===== src/inc/diag_input_pkg.sv =====
// constants and carriers for the eight-channel diagnostic input unit
// assumes a 200 MHz clock; times are converted to cycles here
package diag_input_pkg;
  localparam int unsigned clk_mhz      = 200;
  localparam int unsigned channels     = 8;
  // filter delay choices in microseconds
  localparam int unsigned delay0_us    = 500;
  localparam int unsigned delay1_us    = 3000;
  localparam int unsigned delay2_us    = 15000;
  localparam int unsigned delay3_us    = 20000;
  // a least time: cycles computed exactly, no rounding needed at 200 MHz
  localparam int unsigned delay0_cyc   = delay0_us * clk_mhz;
  localparam int unsigned delay1_cyc   = delay1_us * clk_mhz;
  localparam int unsigned delay2_cyc   = delay2_us * clk_mhz;
  localparam int unsigned delay3_cyc   = delay3_us * clk_mhz;
  localparam logic [1:0]  delay_sel_rst = 2'h1;
  // register offsets (byte addresses)
  localparam logic [7:0]  off_input    = 8'h00;
  localparam logic [7:0]  off_config   = 8'h04;
  localparam logic [7:0]  off_diag_en  = 8'h08;
  localparam logic [7:0]  off_edge_en  = 8'h0c;
  localparam logic [7:0]  off_fault    = 8'h10;
  localparam logic [7:0]  off_status   = 8'h14;
  localparam logic [7:0]  off_clear    = 8'h18;
  localparam logic [7:0]  off_irq_en   = 8'h1c;
  // config field positions
  localparam int unsigned cfg_delay_lsb = 0;
  localparam int unsigned cfg_diag_irq  = 2;
  localparam int unsigned cfg_hw_irq    = 3;
  // status layout: [7:0] rising, [15:8] falling, [23:16] short, [31:24] break
  typedef struct packed {
    logic [7:0] wire_break;
    logic [7:0] short_gnd;
    logic [7:0] fall;
    logic [7:0] rise;
  } event_s;
  typedef struct packed {
    logic [7:0] break_en;
    logic [7:0] short_en;
  } diag_en_s;
  typedef struct packed {
    logic [7:0] fall_en;
    logic [7:0] rise_en;
  } edge_en_s;
endpackage


===== src/design/diag_digital_input_unit.sv =====
// eight-channel digital input unit with filter, edge and fault interrupts
// assumes field inputs and fault comparators are asynchronous to clk
//
// Our own choices: strobed register access and the placing of the registers.
`timescale 1ns/1ps
`default_nettype none
module diag_digital_input_unit #(
  parameter int unsigned delay0_cycles = diag_input_pkg::delay0_cyc,
  parameter int unsigned delay1_cycles = diag_input_pkg::delay1_cyc,
  parameter int unsigned delay2_cycles = diag_input_pkg::delay2_cyc,
  parameter int unsigned delay3_cycles = diag_input_pkg::delay3_cyc
) (
  input  wire logic        clk,
  input  wire logic        resetn,
  input  wire logic [7:0]  field_in,
  input  wire logic [7:0]  short_det,
  input  wire logic [7:0]  break_det,
  input  wire logic [7:0]  addr,
  input  wire logic [31:0] wdata,
  input  wire logic        wr,
  input  wire logic        rd,
  output logic      [31:0] rdata,
  output logic      [7:0]  level,
  output logic      [7:0]  channel_fault,
  output logic             group_fault_indicator,
  output logic             irq
);
  localparam int cw = 24;

  logic [7:0] in_m, in_s, sh_m, sh_s, br_m, br_s;
  logic [1:0] delay_sel;
  logic       diag_irq_en, hw_irq_en;
  diag_input_pkg::diag_en_s diag_en;
  diag_input_pkg::edge_en_s edge_en;
  diag_input_pkg::event_s   status, irq_en, ev;
  logic [cw-1:0] limit;
  logic [7:0] rise_ev, fall_ev;
  logic [7:0] flt_short, flt_break;

  // field pins are asynchronous
  always_ff @(posedge clk or negedge resetn) begin
    if (!resetn) begin
      in_m <= 8'h00;
      in_s <= 8'h00;
      sh_m <= 8'h00;
      sh_s <= 8'h00;
      br_m <= 8'h00;
      br_s <= 8'h00;
    end else begin
      in_m <= field_in;
      in_s <= in_m;
      sh_m <= short_det;
      sh_s <= sh_m;
      br_m <= break_det;
      br_s <= br_m;
    end
  end

  always_comb begin
    unique case (delay_sel)
      2'h0: limit = cw'(delay0_cycles);
      2'h1: limit = cw'(delay1_cycles);
      2'h2: limit = cw'(delay2_cycles);
      2'h3: limit = cw'(delay3_cycles);
    endcase
  end

  // per-channel filter: level must hold a full delay before it is accepted
  genvar g;
  generate
    for (g = 0; g < 8; g++) begin : g_ch
      logic [cw-1:0] cnt;
      always_ff @(posedge clk or negedge resetn) begin
        if (!resetn) begin
          cnt      <= '0;
          level[g] <= 1'b0;
        end else if (in_s[g] == level[g]) begin
          cnt <= '0;
        end else if (cnt + cw'(1) >= limit) begin
          cnt      <= '0;
          level[g] <= in_s[g];
        end else begin
          cnt <= cnt + cw'(1);
        end
      end
      assign rise_ev[g] = in_s[g] & ~level[g] & (cnt + cw'(1) >= limit);
      assign fall_ev[g] = ~in_s[g] & level[g] & (cnt + cw'(1) >= limit);
    end
  endgenerate

  assign flt_short = sh_s & diag_en.short_en;
  assign flt_break = br_s & diag_en.break_en;
  assign channel_fault = flt_short | flt_break;
  assign group_fault_indicator = |channel_fault;

  logic [7:0] flt_short_q, flt_break_q;
  always_ff @(posedge clk or negedge resetn) begin
    if (!resetn) begin
      flt_short_q <= 8'h00;
      flt_break_q <= 8'h00;
    end else begin
      flt_short_q <= flt_short;
      flt_break_q <= flt_break;
    end
  end

  // events: fault onsets need the module diagnostic enable
  always_comb begin
    ev.rise       = rise_ev & edge_en.rise_en & {8{hw_irq_en}};
    ev.fall       = fall_ev & edge_en.fall_en & {8{hw_irq_en}};
    ev.short_gnd  = flt_short & ~flt_short_q & {8{diag_irq_en}};
    ev.wire_break = flt_break & ~flt_break_q & {8{diag_irq_en}};
  end

  logic wr_cfg, wr_diag, wr_edge, wr_clr, wr_ien;
  assign wr_cfg  = wr && addr == diag_input_pkg::off_config;
  assign wr_diag = wr && addr == diag_input_pkg::off_diag_en;
  assign wr_edge = wr && addr == diag_input_pkg::off_edge_en;
  assign wr_clr  = wr && addr == diag_input_pkg::off_clear;
  assign wr_ien  = wr && addr == diag_input_pkg::off_irq_en;

  logic next_hw_en;
  assign next_hw_en = wr_cfg ? wdata[diag_input_pkg::cfg_hw_irq] : hw_irq_en;

  always_ff @(posedge clk or negedge resetn) begin
    if (!resetn) begin
      delay_sel   <= diag_input_pkg::delay_sel_rst;
      diag_irq_en <= 1'b0;
      hw_irq_en   <= 1'b0;
    end else if (wr_cfg) begin
      delay_sel   <= wdata[diag_input_pkg::cfg_delay_lsb +: 2];
      diag_irq_en <= wdata[diag_input_pkg::cfg_diag_irq];
      hw_irq_en   <= wdata[diag_input_pkg::cfg_hw_irq];
    end
  end

  always_ff @(posedge clk or negedge resetn) begin
    if (!resetn) begin
      diag_en <= '0;
    end else if (wr_diag) begin
      diag_en <= wdata[15:0];
    end
  end

  // edge enables only hold while the hardware interrupt is enabled
  always_ff @(posedge clk or negedge resetn) begin
    if (!resetn) begin
      edge_en <= '0;
    end else if (!next_hw_en) begin
      edge_en <= '0;
    end else if (wr_edge) begin
      edge_en <= wdata[15:0];
    end
  end

  always_ff @(posedge clk or negedge resetn) begin
    if (!resetn) begin
      irq_en <= '0;
    end else if (wr_ien) begin
      irq_en <= wdata;
    end
  end

  // set wins over a simultaneous clear
  always_ff @(posedge clk or negedge resetn) begin
    if (!resetn) begin
      status <= '0;
    end else begin
      status <= (status & ~(wr_clr ? wdata : 32'h0000_0000)) | ev;
    end
  end

  always_ff @(posedge clk or negedge resetn) begin
    if (!resetn) begin
      irq <= 1'b0;
    end else begin
      irq <= |(status & irq_en);
    end
  end

  always_ff @(posedge clk or negedge resetn) begin
    if (!resetn) begin
      rdata <= 32'h0000_0000;
    end else if (rd) begin
      unique case (addr)
        diag_input_pkg::off_input:   rdata <= {24'h00_0000, level};
        diag_input_pkg::off_config:  rdata <= {28'h000_0000, hw_irq_en, diag_irq_en, delay_sel};
        diag_input_pkg::off_diag_en: rdata <= {16'h0000, diag_en};
        diag_input_pkg::off_edge_en: rdata <= {16'h0000, edge_en};
        diag_input_pkg::off_fault:   rdata <= {16'h0000, flt_break, flt_short};
        diag_input_pkg::off_status:  rdata <= status;
        diag_input_pkg::off_irq_en:  rdata <= irq_en;
        default:                     rdata <= 32'h0000_0000;
      endcase
    end else begin
      rdata <= 32'h0000_0000;
    end
  end

  // helper for the filter checks: disagreeing cycles in a row on channel 0
  logic [cw-1:0] run0;
  always_ff @(posedge clk or negedge resetn) begin
    if (!resetn) begin
      run0 <= '0;
    end else if (in_s[0] == level[0]) begin
      run0 <= '0;
    end else if (run0 != '1) begin
      run0 <= run0 + cw'(1);
    end
  end
endmodule
`default_nettype wire


===== config.mk =====
export PLATFORM = sky130hd
export DESIGN_NAME = diag_digital_input_unit
export DESIGN_NICKNAME = d
export VERILOG_FILES = /design/src/inc/diag_input_pkg.sv /design/src/design/diag_digital_input_unit.sv
export SDC_FILE = /design/constraint.sdc
export NUM_CORES = 1
export LEC_CHECK = 0
export BUFFER_PORTS_ARGS = -buffer_cell sky130_fd_sc_hd__clkbuf_2
export CAP_MARGIN = 20
export CELL_PAD_IN_SITES_DETAIL_PLACEMENT = 1
export CELL_PAD_IN_SITES_GLOBAL_PLACEMENT = 2
export CORE_UTILIZATION = 30
export CTS_CLUSTER_DIAMETER = 120
export DETAILED_ROUTE_END_ITERATION = 8
export PLACE_DENSITY = 0.68
export SLEW_MARGIN = 15
export SYNTH_ARGS = -nofsm -noshare
export SYNTH_HDL_FRONTEND = slang
export SYNTH_SLANG_ARGS = --single-unit

===== constraint.sdc =====
create_clock -name clk -period 3.6 [get_ports clk]
set_input_delay 1.08 -clock clk [delete_from_list [all_inputs] [get_ports clk]]
set_output_delay 1.08 -clock clk [all_outputs]
set_load 0.01 [all_outputs]

==> results by group <==
Worst setup path
  • Maximum net fanout on the critical path: 8
  • Chain of cells forming the critical path: ha_4 -> nand2_4 -> nor3_4 -> buf_4 -> nand2_2 -> xnor2_4 -> ha_4 -> a211oi_2 -> o21bai_1 -> a221o_1 -> a211o_1 -> a221o_1 -> a311o_2 -> buf_12 -> nor2b_2
  • Start-to-end type of the worst setup path: register to register
  • Data arrival at the endpoint of the critical path: 4120 ps
  • Maximum single-stage delay on the critical path: 510 ps
  • Crit path launch type: register
  • R2r worst-path depth: 15
  • Slowest-stage cell, CP: sky130_fd_sc_hd__a311o_2
  • Data required time at the worst endpoint: 4110 ps
  • Critical path endpoint category: register

Finish
  • Final Instance Count excl. Fillers: 3,256
  • Layout Area Growth over Synthesis: 23.9%
  • Commonest cells after routing, fill and taps aside: sky130_fd_sc_hd__dfrtp_1 (390), sky130_fd_sc_hd__nand2_1 (159), sky130_fd_sc_hd__nor2_1 (141), sky130_fd_sc_hd__buf_4 (138), sky130_fd_sc_hd__ha_1 (135)
  • Fraction of layout instances using a drive strength above 1: 23.7%
  • Post-route cell area: 26,200 um2
  • Count of fill cells added during filler insertion: 7,742
  • Net total in the final layout: 2,497
  • Inserted Diodes: 0
  • Leading cell type in the layout, fill and taps excluded: sky130_fd_sc_hd__dfrtp_1

Placed design
  • Number of placed instances with taps included: 3,140
  • Half-perimeter wire length after detailed placement: 47.2 mm
  • Placed standard-cell area: 23,800 um2
  • Pre-CTS setup slack: -202 ps
  • Global placer's final weighted congestion: 0.828
  • # port buffers: 117

Floorplanning
  • Core area: 69,100 um2
  • Number of standard-cell rows in the floorplan: 96
  • Ports: 118
  • Die height: 267 um
  • Overall die area: 71,400 um2
  • Effective utilization at floorplan: 30.6%
  • Width of the die: 267 um

Clock network
  • CTS tree: built
  • Number of sinks handled by clock tree synthesis: 397
  • Hold buffer count at cts: 0
  • Number of buffers inserted during clock tree synthesis: 47
  • Clk buf depth: 3
  • Clock slew at reported path FFs: 60 ps
  • CTS HTree Levels: 2
  • Clock latency at the later pin of the worst-skew pair: 590 ps
  • CTS Root Buffer Type: sky130_fd_sc_hd__clkbuf_16

Power
  • Power density relative to cell area: 413 nW/um2
  • IR drop worst, VDD: 0.362 mV
  • Static power due to leakage: 12.2 nW
  • Final total power: 10.8 mW

GRT
  • Vias in the first global route: 17,439
  • Gr usage total: 17.8%
  • Pin count of the biggest net entering global routing: 71
  • Initial antenna violation count: 0
  • Global-route wire length before repair: 99.7 mm
  • Remaining global-route overflow: 0

Detailed routing
  • Final antenna-violating net count: 0
  • Residual DRC: 0
  • Number of design-rule violations left by the first detailed-router iteration: 667
  • Total number of vias: 16,367
  • Post-detailed-route wirelength per cell: 19.7 um
  • Number of iterations in the first detailed-routing pass: 5
  • Total length of routed wires: 64.2 mm
  • Average vias per placed instance: 5.03

Synthesis
  • Post-synthesis sequential area ratio: 47.1%
  • Synth cell types: 91
  • Gate Count Post-Synth: 2,015
  • Mapped Avg Cell Area: 10.5 um2
  • Proportion of synthesized flip-flops having asynchronous set or reset: 100%
  • FF+latch count, synth: 397
  • Yosys warning total: 0
  • Number of enable flip-flop cells after synthesis: 0
  • Total standard cell area after synthesis: 21,100 um2
  • Most used flip-flop cell after synthesis: sky130_fd_sc_hd__dfrtp_1

Hold path
  • Cells on Worst Hold Path: 0
  • Path category of the worst min-delay check: register to register

Run status
  • Violations in the final reports: negative setup slack
  • Result of the run: finished with violations

Timing
  • Total of endpoints with negative setup slack in the final report: 7
  • Unrepaired setup endpoints after global routing: yes
  • Time the final worst path needs with I/O delays and setup: 3610 ps
  • Timing-limited maximum frequency: 277 MHz
  • Number of hold violations in the final report: 0
  • Post-route clock skew: 22.4 ps
  • Post-route worst hold slack: 348 ps
  • Final Max Tran Viols: 0
  • Post-route worst setup slack: -13.4 ps
  • Final worst path period share: 100%
  • Worst Tran Pin Value: 800 ps
  • Relative slew margins: 46.6%

Run
  • Max-cap violations: 0
==> final timing paths <==
| path | endpoint | start | slack [ps] |
|---|---|---|---|
| max | g_ch[5].cnt[15]$_DFF_PN0_ | g_ch[5].cnt[0]$_DFF_PN0_ | -10 |
| min | br_s[4]$_DFF_PN0_ | br_m[4]$_DFF_PN0_ | 350 |
| max reg2reg | g_ch[5].cnt[15]$_DFF_PN0_ | g_ch[5].cnt[0]$_DFF_PN0_ | -10 |
| min reg2reg | br_s[4]$_DFF_PN0_ | br_m[4]$_DFF_PN0_ | 350 |
| max in group asynchronous | g_ch[0].cnt[0]$_DFF_PN0_ | resetn | 2210 |
| min in group asynchronous | rdata[16]$_DFF_PN0_ | resetn | 440 |
==> per-stage QoR <==
stage	util, %	setup TNS, ps
3_3_place_gp	34.4	-1510
4_1_cts	36.8	0
5_1_grt	37.9	-4080
2_1_floorplan	-	0
3_5_place_dp	34.4	-3210
6_report	37.9	-52.7
==> where the power goes <==
part | total (mW) | internal, mW | switching, mW | leakage (nW)
clock network | 4.80 | 2.85 | 1.95 | 0.779
registers | 4.80 | 4.61 | 0.187 | 5.31
logic | 1.21 | 0.461 | 0.744 | 6.13
total | 10.8 | 7.92 | 2.88 | 12.2
==> flip-flops by register name (all words and copies together) (netlist names), 16 cells and up <==
| register | cells |
|---|---|
| irq_en | 32 |
| diag_en | 16 |
| edge_en | 16 |
| rdata | 32 |
| status | 32 |
| g_ch.cnt | 192 |
==> logic make-up after synthesis <==
group	synth area share, %
and+or+nand+nor	20.2
DFF	47.1
AOI/OAI and AO/OA	11.1
xor gates and xnor gates	6.89
adders and majority gates	8.36
buffers and inverters	2.55
muxes	3.86
other	0.0178
==> per-layer routing <==
layer  global-route usage (%)  vias up  part of all wire, %
li1                         -     7741                    -
met1                     22.8     8286                   45
met2                     31.1      244                   50
met3                     2.19       96                  2.9
met4                     5.48        0                  2.8
met5                        0        -                    0
==> synthesized netlist by cell type, types with 11 or more instances <==
| master | count | share of area [%] |
|---|---|---|
| sky130_fd_sc_hd__buf_2 | 12 | 0.28 |
| sky130_fd_sc_hd__nand4_1 | 52 | 1.5 |
| sky130_fd_sc_hd__dfrtp_1 | 396 | 47 |
| sky130_fd_sc_hd__a32o_1 | 17 | 0.81 |
| sky130_fd_sc_hd__a211oi_1 | 12 | 0.43 |
| sky130_fd_sc_hd__mux2_2 | 51 | 2.7 |
| sky130_fd_sc_hd__mux2i_1 | 24 | 1.1 |
| sky130_fd_sc_hd__or2_2 | 14 | 0.41 |
| sky130_fd_sc_hd__ha_1 | 141 | 8.4 |
| sky130_fd_sc_hd__and4_1 | 31 | 1.3 |
| sky130_fd_sc_hd__inv_1 | 61 | 1.1 |
| sky130_fd_sc_hd__a31oi_1 | 17 | 0.50 |
| sky130_fd_sc_hd__nor3b_1 | 17 | 0.60 |
| sky130_fd_sc_hd__a21oi_1 | 85 | 2.0 |
| sky130_fd_sc_hd__xnor2_1 | 87 | 3.6 |
| sky130_fd_sc_hd__a22oi_1 | 28 | 1.0 |
| sky130_fd_sc_hd__xor2_1 | 79 | 3.3 |
| sky130_fd_sc_hd__nor3_1 | 29 | 0.69 |
| sky130_fd_sc_hd__and3_1 | 33 | 0.98 |
| sky130_fd_sc_hd__nor2_1 | 158 | 2.8 |
| sky130_fd_sc_hd__nand2_1 | 162 | 2.9 |
| sky130_fd_sc_hd__a21o_1 | 30 | 1.1 |
| sky130_fd_sc_hd__a211o_1 | 11 | 0.46 |
| sky130_fd_sc_hd__clkbuf_1 | 46 | 0.82 |
| sky130_fd_sc_hd__nor2b_1 | 88 | 2.6 |
| sky130_fd_sc_hd__nor2b_2 | 13 | 0.54 |
| sky130_fd_sc_hd__nand3_1 | 88 | 2.1 |
| sky130_fd_sc_hd__o21ai_0 | 23 | 0.55 |
| sky130_fd_sc_hd__and2_1 | 31 | 0.92 |
| sky130_fd_sc_hd__nor4_1 | 11 | 0.33 |
==> layout make-up <==
type / instances / area (um2) / area share [%]
Multi-Input combinational cell: 1504 / 11200 / 42.9
Sequential cell: 397 / 9940 / 38.0
Timing Repair Buffer: 277 / 2030 / 7.76
Clock buffer: 66 / 1360 / 5.19
Tap cell: 931 / 1160 / 4.45
Inverter: 61 / 229 / 0.876
Clock inverter: 20 / 196 / 0.751
==> critical path: cells and delay by family, from the launching register on <==
kind / cells / cell delay (ps)
buffers and inverters: 2 / 340
AOI/OAI and AO/OA: 6 / 1810
and+or+nand+nor: 4 / 440
DFF: 1 / 420
adders and majority gates: 2 / 350
xor gates and xnor gates: 1 / 180
==> repair_timing <==
item,in CTS,in global routing
setup endpoints to repair,24,163
setup buffers,6,21
gates resized for setup,16,105
endpoints found under the hold margin,0,0
gates cloned,0,3
pin swaps,2,28
No activity file was read; power rests on OpenSTA's default activity.
